### src/include/bgsf_pkg.sv
// Package for the gas gauge status and identity register set.
// Assumes one 100 MHz clock and a command port decoded by the serial front end.
package bgsf_pkg;

  // ************************************************************
  // Command codes
  // ************************************************************
  localparam logic [7:0]  CMD_UNCERTAINTY   = 8'h0C;
  localparam logic [7:0]  CMD_STATUS        = 8'h16;
  localparam logic [7:0]  CMD_CHEM_STRING   = 8'h22;
  localparam logic [7:0]  CMD_MAKER_DATA    = 8'h23;
  localparam logic [7:0]  CMD_STATUS_WORD   = 8'h2F;
  localparam logic [7:0]  CMD_FIRST_CUTOFF  = 8'h3E;
  localparam logic [7:0]  CMD_FINAL_CUTOFF  = 8'h3F;
  localparam logic [7:0]  CMD_RESET_TRIGGER = 8'h44;

  // ************************************************************
  // Values
  // ************************************************************
  localparam logic [15:0] RESET_KEY         = 16'h1F49;
  localparam logic [15:0] UNCERT_BLOCKED    = 16'h0002;
  localparam logic [15:0] UNCERT_RESET      = 16'h0064;
  localparam logic [3:0]  ERR_OK            = 4'h0;
  localparam logic [3:0]  ERR_UNSUPPORTED   = 4'h3;
  localparam logic [3:0]  ERR_ACCESS_DENIED = 4'h4;
  localparam int          STR_BYTES         = 16;
  localparam logic [3:0]  STR_MAX_INDEX     = 4'hF;

  // ************************************************************
  // Upper and lower status byte bit positions
  // ************************************************************
  localparam int UB_DISPLAY   = 7;
  localparam int UB_CHEM      = 5;
  localparam int UB_CC        = 4;
  localparam int UB_HIGH_V    = 2;
  localparam int UB_COLD      = 1;
  localparam int UB_OVERCUR   = 0;
  localparam int LB_VQ        = 5;
  localparam int LB_LOCK      = 4;
  localparam int LB_LEARN     = 3;
  localparam int LB_DRAIN     = 2;
  localparam int LB_FIRST     = 1;
  localparam int LB_FINAL     = 0;
  localparam int UB_RSVD_HI   = 6;
  localparam int UB_RSVD_LO   = 3;
  localparam int LB_RSVD_HI   = 7;
  localparam int LB_RSVD_LO   = 6;

  // Comparator results from the analog and capacity logic
  typedef struct packed {
    logic v_high;
    logic v_low;
    logic temp_below0;
    logic temp_above5;
    logic cur_over;
    logic cur_below256;
    logic charge_sense;
    logic charge_10mah;
    logic discharging;
    logic drain_over;
    logic drain_under;
    logic below_first;
    logic above_first;
    logic below_final;
    logic above_final;
    logic partial_charge;
    logic self_dis_over;
    logic learn_start;
    logic valid_term;
  } bgsf_meas_t;

  // Defaults read from the configuration EEPROM
  typedef struct packed {
    logic [127:0] chem_str;
    logic [127:0] maker_data;
    logic [15:0]  first_cutoff;
    logic [15:0]  final_cutoff;
    logic         display_select;
    logic         chemistry_select;
    logic         charge_termination_preset;
    logic         write_lock_bit;
  } bgsf_cfg_t;

  // Decoded command from the serial front end
  typedef struct packed {
    logic        valid;
    logic        write;
    logic [7:0]  code;
    logic [3:0]  index;
    logic [15:0] wdata;
  } bgsf_cmd_t;

endpackage : bgsf_pkg

### src/hdl/bgsf_top.sv
// Status flags, identity strings and software reset of the gas gauge.
// Assumes measurement comparators on the same clock and EEPROM defaults via cfg_load_i.
`timescale 1ns/1ps

module bgsf_top
(
  input  wire logic                 mclk_i,
  input  wire logic                 rst_i,
  input  wire bgsf_pkg::bgsf_cmd_t  cmd_i,
  input  wire bgsf_pkg::bgsf_meas_t meas_i,
  input  wire bgsf_pkg::bgsf_cfg_t  cfg_i,
  input  wire logic                 cfg_load_i,
  output logic                      rsp_valid_o,
  output logic [15:0]               rsp_data_o,
  output logic [3:0]                err_code_o,
  output logic [15:0]               status_word_o,
  output logic                      display_select_o,
  output logic                      rm_load_o,
  output logic                      sw_reset_o
);

  logic [7:0]          upper_r;
  logic [7:0]          lower_r;
  logic [15:0]         first_cutoff_r;
  logic [15:0]         final_cutoff_r;
  logic [127:0]        chem_str_r;
  logic [127:0]        maker_r;
  logic [15:0]         uncert_r;
  logic [3:0]          err_r;
  logic [15:0]         rsp_data_r;
  logic                rsp_valid_r;
  logic                rm_load_r;
  logic                sw_reset_r;
  logic [15:0]         rsp_data_nxt;
  logic [7:0]          str_byte [bgsf_pkg::STR_BYTES];
  logic [7:0]          mak_byte [bgsf_pkg::STR_BYTES];
  logic                wr_req;
  logic                rd_req;
  logic                wr_ok;
  logic                reset_hit;

  // ************************************************************
  // Command decode
  // ************************************************************
  assign rd_req    = cmd_i.valid && !cmd_i.write;
  assign wr_req    = cmd_i.valid && cmd_i.write;
  assign wr_ok     = wr_req && !lower_r[bgsf_pkg::LB_LOCK];
  assign reset_hit = wr_ok && cmd_i.code == bgsf_pkg::CMD_RESET_TRIGGER
                     && cmd_i.wdata == bgsf_pkg::RESET_KEY
                     && uncert_r != bgsf_pkg::UNCERT_BLOCKED;

  // Byte lanes of the two string registers
  genvar gi;
  generate
    for (gi = 0; gi < bgsf_pkg::STR_BYTES; gi++)
    begin : g_bytes
      assign str_byte[gi] = chem_str_r[gi*8 +: 8];
      assign mak_byte[gi] = maker_r[gi*8 +: 8];
    end
  endgenerate

  always_comb
  begin
    rsp_data_nxt = 16'h0000;
    case (cmd_i.code)
      bgsf_pkg::CMD_CHEM_STRING:  rsp_data_nxt = {8'h00, str_byte[cmd_i.index]};
      bgsf_pkg::CMD_MAKER_DATA:   rsp_data_nxt = {8'h00, mak_byte[cmd_i.index]};
      bgsf_pkg::CMD_FIRST_CUTOFF: rsp_data_nxt = first_cutoff_r;
      bgsf_pkg::CMD_FINAL_CUTOFF: rsp_data_nxt = final_cutoff_r;
      bgsf_pkg::CMD_STATUS_WORD:  rsp_data_nxt = {upper_r, lower_r};
      bgsf_pkg::CMD_STATUS:       rsp_data_nxt = {12'h000, err_r};
      bgsf_pkg::CMD_UNCERTAINTY:  rsp_data_nxt = uncert_r;
      default:                    rsp_data_nxt = 16'h0000;
    endcase
  end

  // ************************************************************
  // Answer path
  // ************************************************************
  always_ff @(posedge mclk_i or posedge rst_i)
  begin
    if (rst_i)
    begin
      rsp_valid_r <= 1'b0;
      rsp_data_r  <= 16'h0000;
    end
    else
    begin
      rsp_valid_r <= rd_req;
      if (rd_req)
        rsp_data_r <= rsp_data_nxt;
    end
  end

  // Errors; a locked write is dropped silently, not flagged
  always_ff @(posedge mclk_i or posedge rst_i)
  begin
    if (rst_i)
      err_r <= bgsf_pkg::ERR_OK;
    else if (wr_ok)
    begin
      case (cmd_i.code)
        bgsf_pkg::CMD_UNCERTAINTY,
        bgsf_pkg::CMD_RESET_TRIGGER: err_r <= bgsf_pkg::ERR_OK;
        bgsf_pkg::CMD_CHEM_STRING,
        bgsf_pkg::CMD_MAKER_DATA,
        bgsf_pkg::CMD_STATUS,
        bgsf_pkg::CMD_STATUS_WORD,
        bgsf_pkg::CMD_FIRST_CUTOFF,
        bgsf_pkg::CMD_FINAL_CUTOFF:  err_r <= bgsf_pkg::ERR_ACCESS_DENIED;
        default:                     err_r <= bgsf_pkg::ERR_UNSUPPORTED;
      endcase
    end
    else if (rd_req && cmd_i.code != bgsf_pkg::CMD_STATUS)
      err_r <= bgsf_pkg::ERR_OK;
    else if (rd_req)
      err_r <= bgsf_pkg::ERR_OK;
  end

  // ************************************************************
  // Writable words and software reset
  // ************************************************************
  always_ff @(posedge mclk_i or posedge rst_i)
  begin
    if (rst_i)
      uncert_r <= bgsf_pkg::UNCERT_RESET;
    else if (reset_hit)
      uncert_r <= bgsf_pkg::UNCERT_RESET;
    else if (wr_ok && cmd_i.code == bgsf_pkg::CMD_UNCERTAINTY)
      uncert_r <= cmd_i.wdata;
  end

  always_ff @(posedge mclk_i or posedge rst_i)
  begin
    if (rst_i)
      sw_reset_r <= 1'b0;
    else
      sw_reset_r <= reset_hit;
  end

  // EEPROM defaults; reload is requested by sw_reset_o
  always_ff @(posedge mclk_i or posedge rst_i)
  begin
    if (rst_i)
    begin
      first_cutoff_r <= 16'h0000;
      final_cutoff_r <= 16'h0000;
      chem_str_r     <= '0;
      maker_r        <= '0;
    end
    else if (cfg_load_i)
    begin
      first_cutoff_r <= cfg_i.first_cutoff;
      final_cutoff_r <= cfg_i.final_cutoff;
      chem_str_r     <= cfg_i.chem_str;
      maker_r        <= cfg_i.maker_data;
    end
  end

  // ************************************************************
  // Upper status byte
  // ************************************************************
  always_ff @(posedge mclk_i or posedge rst_i)
  begin
    if (rst_i)
      upper_r <= 8'h00;
    else if (reset_hit)
      upper_r <= 8'h00;
    else
    begin
      if (cfg_load_i)
      begin
        upper_r[bgsf_pkg::UB_DISPLAY] <= cfg_i.display_select;
        upper_r[bgsf_pkg::UB_CHEM]    <= cfg_i.chemistry_select;
        upper_r[bgsf_pkg::UB_CC]      <= cfg_i.charge_termination_preset;
      end
      // Set wins over clear so a fresh event is never lost
      if (meas_i.v_high)
        upper_r[bgsf_pkg::UB_HIGH_V] <= 1'b1;
      else if (meas_i.v_low)
        upper_r[bgsf_pkg::UB_HIGH_V] <= 1'b0;
      if (meas_i.temp_below0)
        upper_r[bgsf_pkg::UB_COLD] <= 1'b1;
      else if (meas_i.temp_above5)
        upper_r[bgsf_pkg::UB_COLD] <= 1'b0;
      if (meas_i.cur_over)
        upper_r[bgsf_pkg::UB_OVERCUR] <= 1'b1;
      else if (meas_i.cur_below256)
        upper_r[bgsf_pkg::UB_OVERCUR] <= 1'b0;
      upper_r[bgsf_pkg::UB_RSVD_HI] <= 1'b0;
      upper_r[bgsf_pkg::UB_RSVD_LO] <= 1'b0;
    end
  end

  always_ff @(posedge mclk_i or posedge rst_i)
  begin
    if (rst_i)
      rm_load_r <= 1'b0;
    else
      rm_load_r <= meas_i.valid_term && upper_r[bgsf_pkg::UB_CC];
  end

  // ************************************************************
  // Lower status byte
  // ************************************************************
  always_ff @(posedge mclk_i or posedge rst_i)
  begin
    if (rst_i)
      lower_r <= 8'h00;
    else if (reset_hit)
      lower_r <= 8'h00;
    else
    begin
      if (cfg_load_i)
        lower_r[bgsf_pkg::LB_LOCK] <= cfg_i.write_lock_bit;
      if (meas_i.charge_sense && meas_i.charge_10mah)
        lower_r[bgsf_pkg::LB_VQ] <= 1'b1;
      else if (meas_i.discharging || !meas_i.charge_sense)
        lower_r[bgsf_pkg::LB_VQ] <= 1'b0;
      if (meas_i.learn_start)
        lower_r[bgsf_pkg::LB_LEARN] <= 1'b1;
      else if (meas_i.partial_charge || meas_i.self_dis_over
               || (meas_i.below_first && meas_i.temp_below0))
        lower_r[bgsf_pkg::LB_LEARN] <= 1'b0;
      if (meas_i.drain_over)
        lower_r[bgsf_pkg::LB_DRAIN] <= 1'b1;
      else if (meas_i.drain_under)
        lower_r[bgsf_pkg::LB_DRAIN] <= 1'b0;
      if (meas_i.below_first && !lower_r[bgsf_pkg::LB_DRAIN])
        lower_r[bgsf_pkg::LB_FIRST] <= 1'b1;
      else if (lower_r[bgsf_pkg::LB_VQ] && meas_i.above_first)
        lower_r[bgsf_pkg::LB_FIRST] <= 1'b0;
      if (meas_i.below_final && !lower_r[bgsf_pkg::LB_DRAIN])
        lower_r[bgsf_pkg::LB_FINAL] <= 1'b1;
      else if (lower_r[bgsf_pkg::LB_VQ] && meas_i.above_final)
        lower_r[bgsf_pkg::LB_FINAL] <= 1'b0;
      lower_r[bgsf_pkg::LB_RSVD_HI] <= 1'b0;
      lower_r[bgsf_pkg::LB_RSVD_LO] <= 1'b0;
    end
  end

  assign rsp_valid_o      = rsp_valid_r;
  assign rsp_data_o       = rsp_data_r;
  assign err_code_o       = err_r;
  assign status_word_o    = {upper_r, lower_r};
  assign display_select_o = upper_r[bgsf_pkg::UB_DISPLAY];
  assign rm_load_o        = rm_load_r;
  assign sw_reset_o       = sw_reset_r;
endmodule : bgsf_top

### config.mk
export PLATFORM = sky130hd
export DESIGN_NAME = bgsf_top
export DESIGN_NICKNAME = d
export VERILOG_FILES = /design/src/include/bgsf_pkg.sv /design/src/hdl/bgsf_top.sv
export SDC_FILE = /design/constraint.sdc
export NUM_CORES = 1
export LEC_CHECK = 0
export BUFFER_PORTS_ARGS = -buffer_cell sky130_fd_sc_hd__buf_2
export CAP_MARGIN = 20
export CORE_MARGIN = 1
export CORE_UTILIZATION = 40
export CTS_CLUSTER_DIAMETER = 200
export DETAILED_ROUTE_END_ITERATION = 6
export PLACE_DENSITY_LB_ADDON = 0.2
export REMOVE_ABC_BUFFERS = 1
export SKIP_LAST_GASP = 1
export SYNTH_ARGS = -nofsm -noshare
export SYNTH_HDL_FRONTEND = slang
export SYNTH_SLANG_ARGS = --single-unit
export TNS_END_PERCENT = 50
### constraint.sdc
create_clock -name mclk_i -period 14.7 [get_ports mclk_i]
set_input_delay 2.205 -clock mclk_i [delete_from_list [all_inputs] [get_ports mclk_i]]
set_output_delay 2.205 -clock mclk_i [all_outputs]
set_load 0.005 [all_outputs]
==> results.txt, run 1 <==
----------------------------------------------------
[Flow run]
  Maximum capacitance violations ... 0

[Floorplan]
  Die Y ... slightly below 200 um
  Core Footprint ... 37700 um2
  Number of ports placed on the die boundary ... 384
  Starting density of the core ... 0.406
  Die Outline Area ... 39000 um2
  Row count ... 71
  Die X ... 197 um

[CTS]
  CTS tree ... done
  Root buf cell ... clkbuf_16
  Number of CTS-inserted buffers ... 39
  Number of gates resized after CTS ... 0
  Hold-fix buffers at CTS ... 0
  Clock Sinks ... 337
  Clock edge transition at the registers on the reported setup and hold paths ... about 0.06 ns
  Max Root-Sink Buffers ... 3
  H-tree depth ... 2
  Post-CTS setup-driven buffer insertion count ... 0
  Clock insertion delay at the later pin of the skew report ... roughly 0.55 ns

[Critical path]
  Critical Path Max Stage Delay ... 0.73 ns
  Worst-path fanout max ... 41
  Element type at the critical path end ... flop
  Data arrival, critical path ... 4.86 ns
  Data required time of the critical path ... roughly 15 ns
  Critical path class ... primary input to flop
  FF-to-FF Start ... lower_r[4]$_DFFE_PP0P_
  Depth of the most critical reg-to-reg path ... 6
  Standard cell with the maximum stage delay on the critical path ... buf_4
  Reg-to-reg setup timing slack ... 12.66 ns
  Critical path launch point ... cmd_i[17]
  Top cell by count, worst path ... buf_4
  End point of the critical path ... rsp_data_o[7]$_DFFE_PP0P_
  Startpoint type of the worst setup path ... primary input
  Crit-path cells ... buf_4 -> buf_4 -> mux4_2 -> mux2i_1 -> o22ai_1 -> nor2_1 -> a41oi_1
  End of the worst register-to-register path ... uncert_r[9]$_DFFE_PP0P_

[GRT]
  Vias in the first global route ... 10600
  Maximum number of pins on one net before global-route repair ... 126
  Antenna violations before repair ... 19
  Gr usage total ... 0.215
  Overflow left after global routing ... 0
  First-pass GRT wire length ... 62700 um

[Final layout]
  Final net count ... 1743
  Summed area of non-filler cells in the final layout ... 18900 um2
  Share of final-layout standard cells stronger than drive strength 1 ... 0.567
  P&R area growth vs syn ... 23.5%
  Most frequent standard cell in the layout excluding fill and tap cells ... buf_2
  Commonest non-fill, non-tap cells in the layout ... buf_2 (375), dfrtp_1 (334), mux2_2 (288)
  Finished Layout Cells ... 1940

[Place]
  DP Worst Slack ... 9.64 ns
  Placed cells ... 1869
  Count of input and output buffers ... about 380
  HPWL after detailed placement ... 29200 um
  Placer congestion estimate ... 0.812
  Placed cell areas ... 17600 um2

[Drt]
  Wirelength, routed ... 41500 um
  Vias per Instance ... around 5.2
  Starting DRT DRC Count ... 550
  Antenna-violating nets left ... 0
  Total number of vias ... between 10000 and 15000
  DRC violation count after routing ... 2
  Routed WL per cell ... 21.4 um
  First-pass iteration count of the detailed router ... 7

[Outcome]
  Result of the run ... finished with violations
  Violated checks ... design-rule violations

[STA]
  Max-slew violations ... 0
  Final Cycle Share ... 0.304
  Count of final hold-check violations ... 0
  Final setup violation count ... 0
  Final critical delay including setup and external delays ... 4.47 ns
  Total negative setup slack ... 0 ns
  Setup repair after global routing missed its margin ... no
  Slew Limit Headroom ... 0.298
  Upper clock frequency limit ... 224 MHz
  Hold Slack ... roughly 0.5 ns
  Slew at the pin closest to its max-slew limit ... 1.05 ns
  Largest clock skew in the final design ... 0.00876 ns
  Final WS setup ... 10.23 ns

[Logic synthesis]
  Share of the yosys chip area belonging to registers ... 0.552
  Synth Instances ... 1035
  Async set-or-reset flop fraction in the synthesized netlist ... 1.00
  Number of enable flip-flop cells after synthesis ... 0
  Number of distinct library cells after synthesis ... 52
  Largest cells by area after synthesis ... dfrtp_1 (55%), mux2_2 (21%), mux4_2 (8.5%)
  Area leader, netlist ... dfrtp_1
  Post-synthesis average cell area ... 14.8 um2
  Share of Yosys cell area claimed by the top area cell type ... 0.547
  FF+latch count, synth ... between 300 and 400
  Post-synth top flop ... dfrtp_1
  Netlist Area Pre-Place ... roughly 15000 um2
  Count of synthesis-stage warnings from yosys ... 0

[Power]
  Maximum vdd drop ... 0.0000866 V
  Static leakage ... 8.48 nW
  Pwr Density ... 122 nW/um2

[Min path]
  Path category of the worst min-delay check ... flop to flop

----------------------------------------------------
==> layer usage <==
layer / up-vias / GRT usage / wire length [um]
met2: 328 / 0.342 / 19500
met1: 5120 / 0.278 / 17500
met3: 82 / 0.0736 / 3450
met5: - / 0 / 105
met4: 22 / 0.0591 / 928
li1: 4613 / - / -
==> worst min path at each step <==
stage | from | cells past startpoint | endpoint
finish | rsp_data_o[5]$_DFFE_PP0P_ | 2 | rsp_data_o[5]$_DFFE_PP0P_
global route | chem_str_r[60]$_DFFE_PP0P_ | 1 | chem_str_r[60]$_DFFE_PP0P_
detailed placement | rsp_data_o[5]$_DFFE_PP0P_ | 2 | rsp_data_o[5]$_DFFE_PP0P_
CTS | rsp_data_o[5]$_DFFE_PP0P_ | 2 | rsp_data_o[5]$_DFFE_PP0P_
floorplan | uncert_r[6]$_DFFE_PP1P_ | 2 | uncert_r[6]$_DFFE_PP1P_
global placement | rsp_data_o[5]$_DFFE_PP0P_ | 2 | rsp_data_o[5]$_DFFE_PP0P_
==> state kept, by name, summed over array words and instances, names as in the netlist <==
name	flops
err_code_o	2
lower_r	6
rm_load_o	1
rsp_data_o	16
chem_str_r	128
upper_r	6
first_cutoff_r	16
rsp_valid_o	1
final_cutoff_r	16
uncert_r	16
maker_r	128
sw_reset_o	1
==> logic make-up (layout without fill, tap and decap cells) <==
kind of cell | after synthesis | count (layout) | share of synthesized area
AOI/OAI and AO/OA | 88 | 88 | 0.0395
buffers and inverters | 80 | 462 | 0.0275
DFF | 337 | 337 | 0.552
muxes | 394 | 394 | 0.335
other | 1 | 13 | 0.000245
and+or+nand+nor | 135 | 135 | 0.0454
==> layout make-up <==
| class | count | area [um2] |
|---|---|---|
| fillers | 3391 | 18800 |
| diodes | 8 | 20.0 |
| well taps | 511 | 639 |
| clock inverters | 9 | 124 |
| flip-flops and latches | 337 | 8440 |
| multi-input cells | 622 | 6460 |
| clock buffers | 54 | 1140 |
| inverters | 6 | 30.0 |
| repair buffers | 393 | 2030 |
==> metrics by stage <==
step,utilization,total power [mW]
after global placement,0.467,1.34
after global routing,0.501,2.39
final,0.501,2.29
after detailed placement,0.467,1.35
after floorplan,-,1.22
after CTS,0.501,2.33
==> worst max-delay path, delay by kind of cell <==
kind / cells / cell delay, ns
multiplexers: 2 / 0.77
buffers and inverters: 2 / 1.05
AND/OR/NAND/NOR: 1 / 0.41
AO/OA/AOI/OAI: 2 / 0.36
==> cell usage after synthesis (10+ instances only) <==
cell	n
buf_4	17
a22o_1	10
o21ai_0	10
dfrtp_1	334
nor2_1	31
mux2_2	288
a21oi_1	24
buf_2	14
clkbuf_1	37
a22oi_1	17
mux4_2	58
mux2i_1	42
nand3_1	22
nand2_1	38
==> where the power goes <==
group / internal, mW / total (mW) / switching, mW / leakage, nW
Clock: 0.592 / 0.969 / 0.377 / 0.629
Combinational: 0.160 / 0.267 / 0.107 / 3.84
Sequential: 1.01 / 1.06 / 0.0456 / 4.01
Total: 1.76 / 2.29 / 0.530 / 8.48
(Power assumes the default switching activity.)
==> run 2: changes to the inputs <==
==> constraint.sdc (replaced) <==
create_clock -name mclk_i -period 4.3 [get_ports mclk_i]
set_input_delay 0.645 -clock mclk_i [delete_from_list [all_inputs] [get_ports mclk_i]]
set_output_delay 0.645 -clock mclk_i [all_outputs]
set_load 0.005 [all_outputs]
==> run 2 against run 1 <==
Against the previous run: the run now ends clean; hold slack worse by 0.22 ns; via count is 0.40% higher; setup slack worse by 8.5 ns; design area is 0.82% higher; global-route usage is 0.45 points higher; die area stayed put; count of clock-buffer cells in the layout is 4 higher; clock skew is 0.013 ns higher; critical endpoint is now rsp_data_o[5]$_DFFE_PP0P_; highest routed layer unchanged.
==> results.txt, run 2 (same netlist as run 1, synthesis figures left out) <==
----------------------------------------------------
[Final layout]
  Top flop regs ... chem_str_r: 128 flops, maker_r: 128 flops (unchanged)
  P&R area growth vs syn ... 24.5% (was 23.5%)
  Most frequent standard cell in the layout excluding fill and tap cells ... buf_2 (unchanged)
  Commonest non-fill, non-tap cells in the layout ... buf_2 (375), dfrtp_1 (334), mux2_2 (288) (unchanged)
  Final net count ... 1752 (was 1743)
  Area used by multi-input combinational logic ... 6460 um2 (unchanged)
  Fill cells ... 3350 (was 3391)
  FF+latch area ... 8440 um2 (unchanged)
  Share of final-layout standard cells stronger than drive strength 1 ... 0.571 (was 0.567)
  Finished Layout Cells ... 1956 (was 1940)

[STA]
  Final WS setup ... 1.78 ns (was 10.23 ns)
  Total negative setup slack ... 0 ns (unchanged)
  Max-slew violations ... 0 (unchanged)
  Slew at the pin closest to its max-slew limit ... 0.928 ns (was 1.05 ns)
  Slew Limit Headroom ... 0.381 (was 0.298)
  Count of final hold-check violations ... 0 (unchanged)
  Upper clock frequency limit ... around 400 MHz
  Largest clock skew in the final design ... 0.0221 ns (was 0.00876 ns)
  Final critical delay including setup and external delays ... 2.52 ns
  Hold Slack ... 0.264 ns (was 0.488 ns)
  Final setup violation count ... 0 (unchanged)
  Final Cycle Share ... 0.587
  Setup repair after global routing missed its margin ... no (unchanged)

[Critical path]
  CP Buf/Inv Count ... 2 (unchanged)
  Crit-path cells ... buf_4 -> buf_4 -> mux4_2 -> mux2i_1 -> o22ai_1 -> o21ai_0 -> nand3_1 (was buf_4 -> buf_4 -> mux4_2 -> mux2i_1 -> o22ai_1 -> nor2_1 -> a41oi_1)
  Startpoint type of the worst setup path ... primary input (unchanged)
  FF-to-FF Start ... chem_str_r[63]$_DFFE_PP0P_ (was lower_r[4]$_DFFE_PP0P_)
  Critical path launch point ... cmd_i[18] (was cmd_i[17])
  Element type at the critical path end ... flop (unchanged)
  Critical path class ... primary input to flop (unchanged)
  Top cell by count, worst path ... buf_4 (unchanged)
  Kind of cell adding the most delay to the critical path ... buffers and inverters (unchanged)
  Worst-path fanout max ... 41 (unchanged)
  Data required time of the critical path ... 4.71 ns (was 15.09 ns)
  Data arrival, critical path ... 2.94 ns (was 4.86 ns)
  Standard cell with the maximum stage delay on the critical path ... buf_4 (unchanged)
  Critical Path Max Stage Delay ... 0.57 ns (was 0.73 ns)

[Min path]
  Path category of the worst min-delay check ... primary input to async pin (was flop to flop)

[Power]
  Maximum vdd drop ... 0.000290 V (was 0.0000866 V)
  Static leakage ... 8.56 nW (was 8.48 nW)
  Pwr Density ... 415 nW/um2 (was 122 nW/um2)
  Sum of internal, switching and leakage power ... 7.90 mW (was 2.29 mW)

[Place]
  HPWL after detailed placement ... 30400 um (was 29200 um)
  DP Worst Slack ... 1.22 ns (was 9.64 ns)
  Placed cells ... 1877 (was 1869)
  Count of input and output buffers ... 378 (unchanged)
  Placer congestion estimate ... 0.846 (was 0.812)

[CTS]
  Max Root-Sink Buffers ... 3 (unchanged)
  Clock edge transition at the registers on the reported setup and hold paths ... 0.06 ns (about the same)
  Post-CTS setup-driven buffer insertion count ... 0 (unchanged)
  Number of gates resized after CTS ... 0 (unchanged)
  Root buf cell ... clkbuf_16 (unchanged)
  Number of CTS-inserted buffers ... 40 (was 39)
  Clock insertion delay at the later pin of the skew report ... 0.56 ns (was 0.55 ns)
  Hold-fix buffers at CTS ... 0 (unchanged)
  CTS tree ... done (unchanged)
  Clock Sinks ... 337 (unchanged)
  H-tree depth ... 2 (unchanged)

[GRT]
  Antenna violations before repair ... 16 (was 19)
  Gr usage total ... 0.219 (was 0.215)
  First-pass GRT wire length ... 64000 um (was 62700 um)
  Overflow left after global routing ... 0 (unchanged)
  Maximum number of pins on one net before global-route repair ... 125 (was 126)
  Vias in the first global route ... 10700 (was 10600)

[Drt]
  Starting DRT DRC Count ... 496 (was 550)
  Met2 Routed Length ... 19700 um (was 19500 um)
  DRC violation count after routing ... 0 (was 2)
  First-pass iteration count of the detailed router ... 5 (was 7)
  Detailed-routing wirelength on met1 ... 17800 um (was 17500 um)
  Total met3 wirelength after detailed routing ... 3490 um (was 3450 um)
  Wirelength, routed ... 42000 um (was 41500 um)
  Total number of vias ... 10200 (about the same)
  Routed WL per cell ... 21.5 um (was 21.4 um)
  Antenna-violating nets left ... 0 (unchanged)
  DR top layer ... met5 (unchanged)
  Vias per Instance ... 5.22 (was 5.24)

[Floorplan]
  Core Footprint ... 37700 um2 (unchanged)
  Die X ... 197 um (unchanged)
  Number of ports placed on the die boundary ... 384 (unchanged)
  Starting density of the core ... 0.406 (unchanged)
  Die Outline Area ... 39000 um2 (unchanged)
  Row count ... 71 (unchanged)
  Die Y ... 197 um (unchanged)

[Outcome]
  Result of the run ... completed (was finished with violations)

[Flow run]
  Maximum capacitance violations ... 0 (unchanged)

----------------------------------------------------
## run 2: cell types whose count changed in the layout (fill, tap and decap cells not counted)
cell,previous run,this run
clkinv_2,5,10
buf_12,0,6
clkbuf_8,7,8
bufinv_16,3,1
buf_4,16,19
clkbuf_1,6,8
clkbuf_16,41,42
clkinv_8,0,1
buf_8,2,1
## run 2: final timing paths
kind / endpoint / slack [ns] / cells past startpoint
max reg2reg: rsp_data_o[7]$_DFFE_PP0P_ / 2.31 / 5
max: rsp_data_o[5]$_DFFE_PP0P_ / 1.78 / 7
min: first_cutoff_r[14]$_DFFE_PP0P_ / 0.26 / 2
min reg2reg: rsp_data_o[5]$_DFFE_PP0P_ / 0.49 / 2
max in group asynchronous: maker_r[12]$_DFFE_PP0P_ / 3.04 / 3
min in group mclk_i: chem_str_r[12]$_DFFE_PP0P_ / 0.31 / 2
## run 2: layout make-up
cell class	count	area share
antenna	8	0.00105
clock buffer	58	0.0626
clock inverter	13	0.00552
inverter	6	0.00158
multi-input combinational	622	0.339
sequential	337	0.443
tap	511	0.0336
timing repair buffer	401	0.113
## run 2: where the power goes
| part | leakage (nW) | internal (mW) | total, mW | switching [mW] |
|---|---|---|---|---|
| Sequential | 4.01 | 3.46 | 3.62 | 0.156 |
| Clock | 0.649 | 1.98 | 3.33 | 1.35 |
| Combinational | 3.91 | 0.557 | 0.956 | 0.399 |
## run 2: layer usage
metal / global-route usage / up-vias
li1: - / 4623
met1: 0.289 / 5155
met2: 0.345 / 343
met3: 0.0736 / 69
met4: 0.0609 / 16
met5: 0 / -
## run 2: per-stage QoR
| stage | util | area [um2] |
|---|---|---|
| finish | 0.505 | 19000 |
| global route | 0.505 | 19000 |
| CTS | 0.505 | 19000 |
| detailed placement | 0.470 | 17700 |
| global placement | 0.470 | 17700 |
| floorplan | - | 14900 |
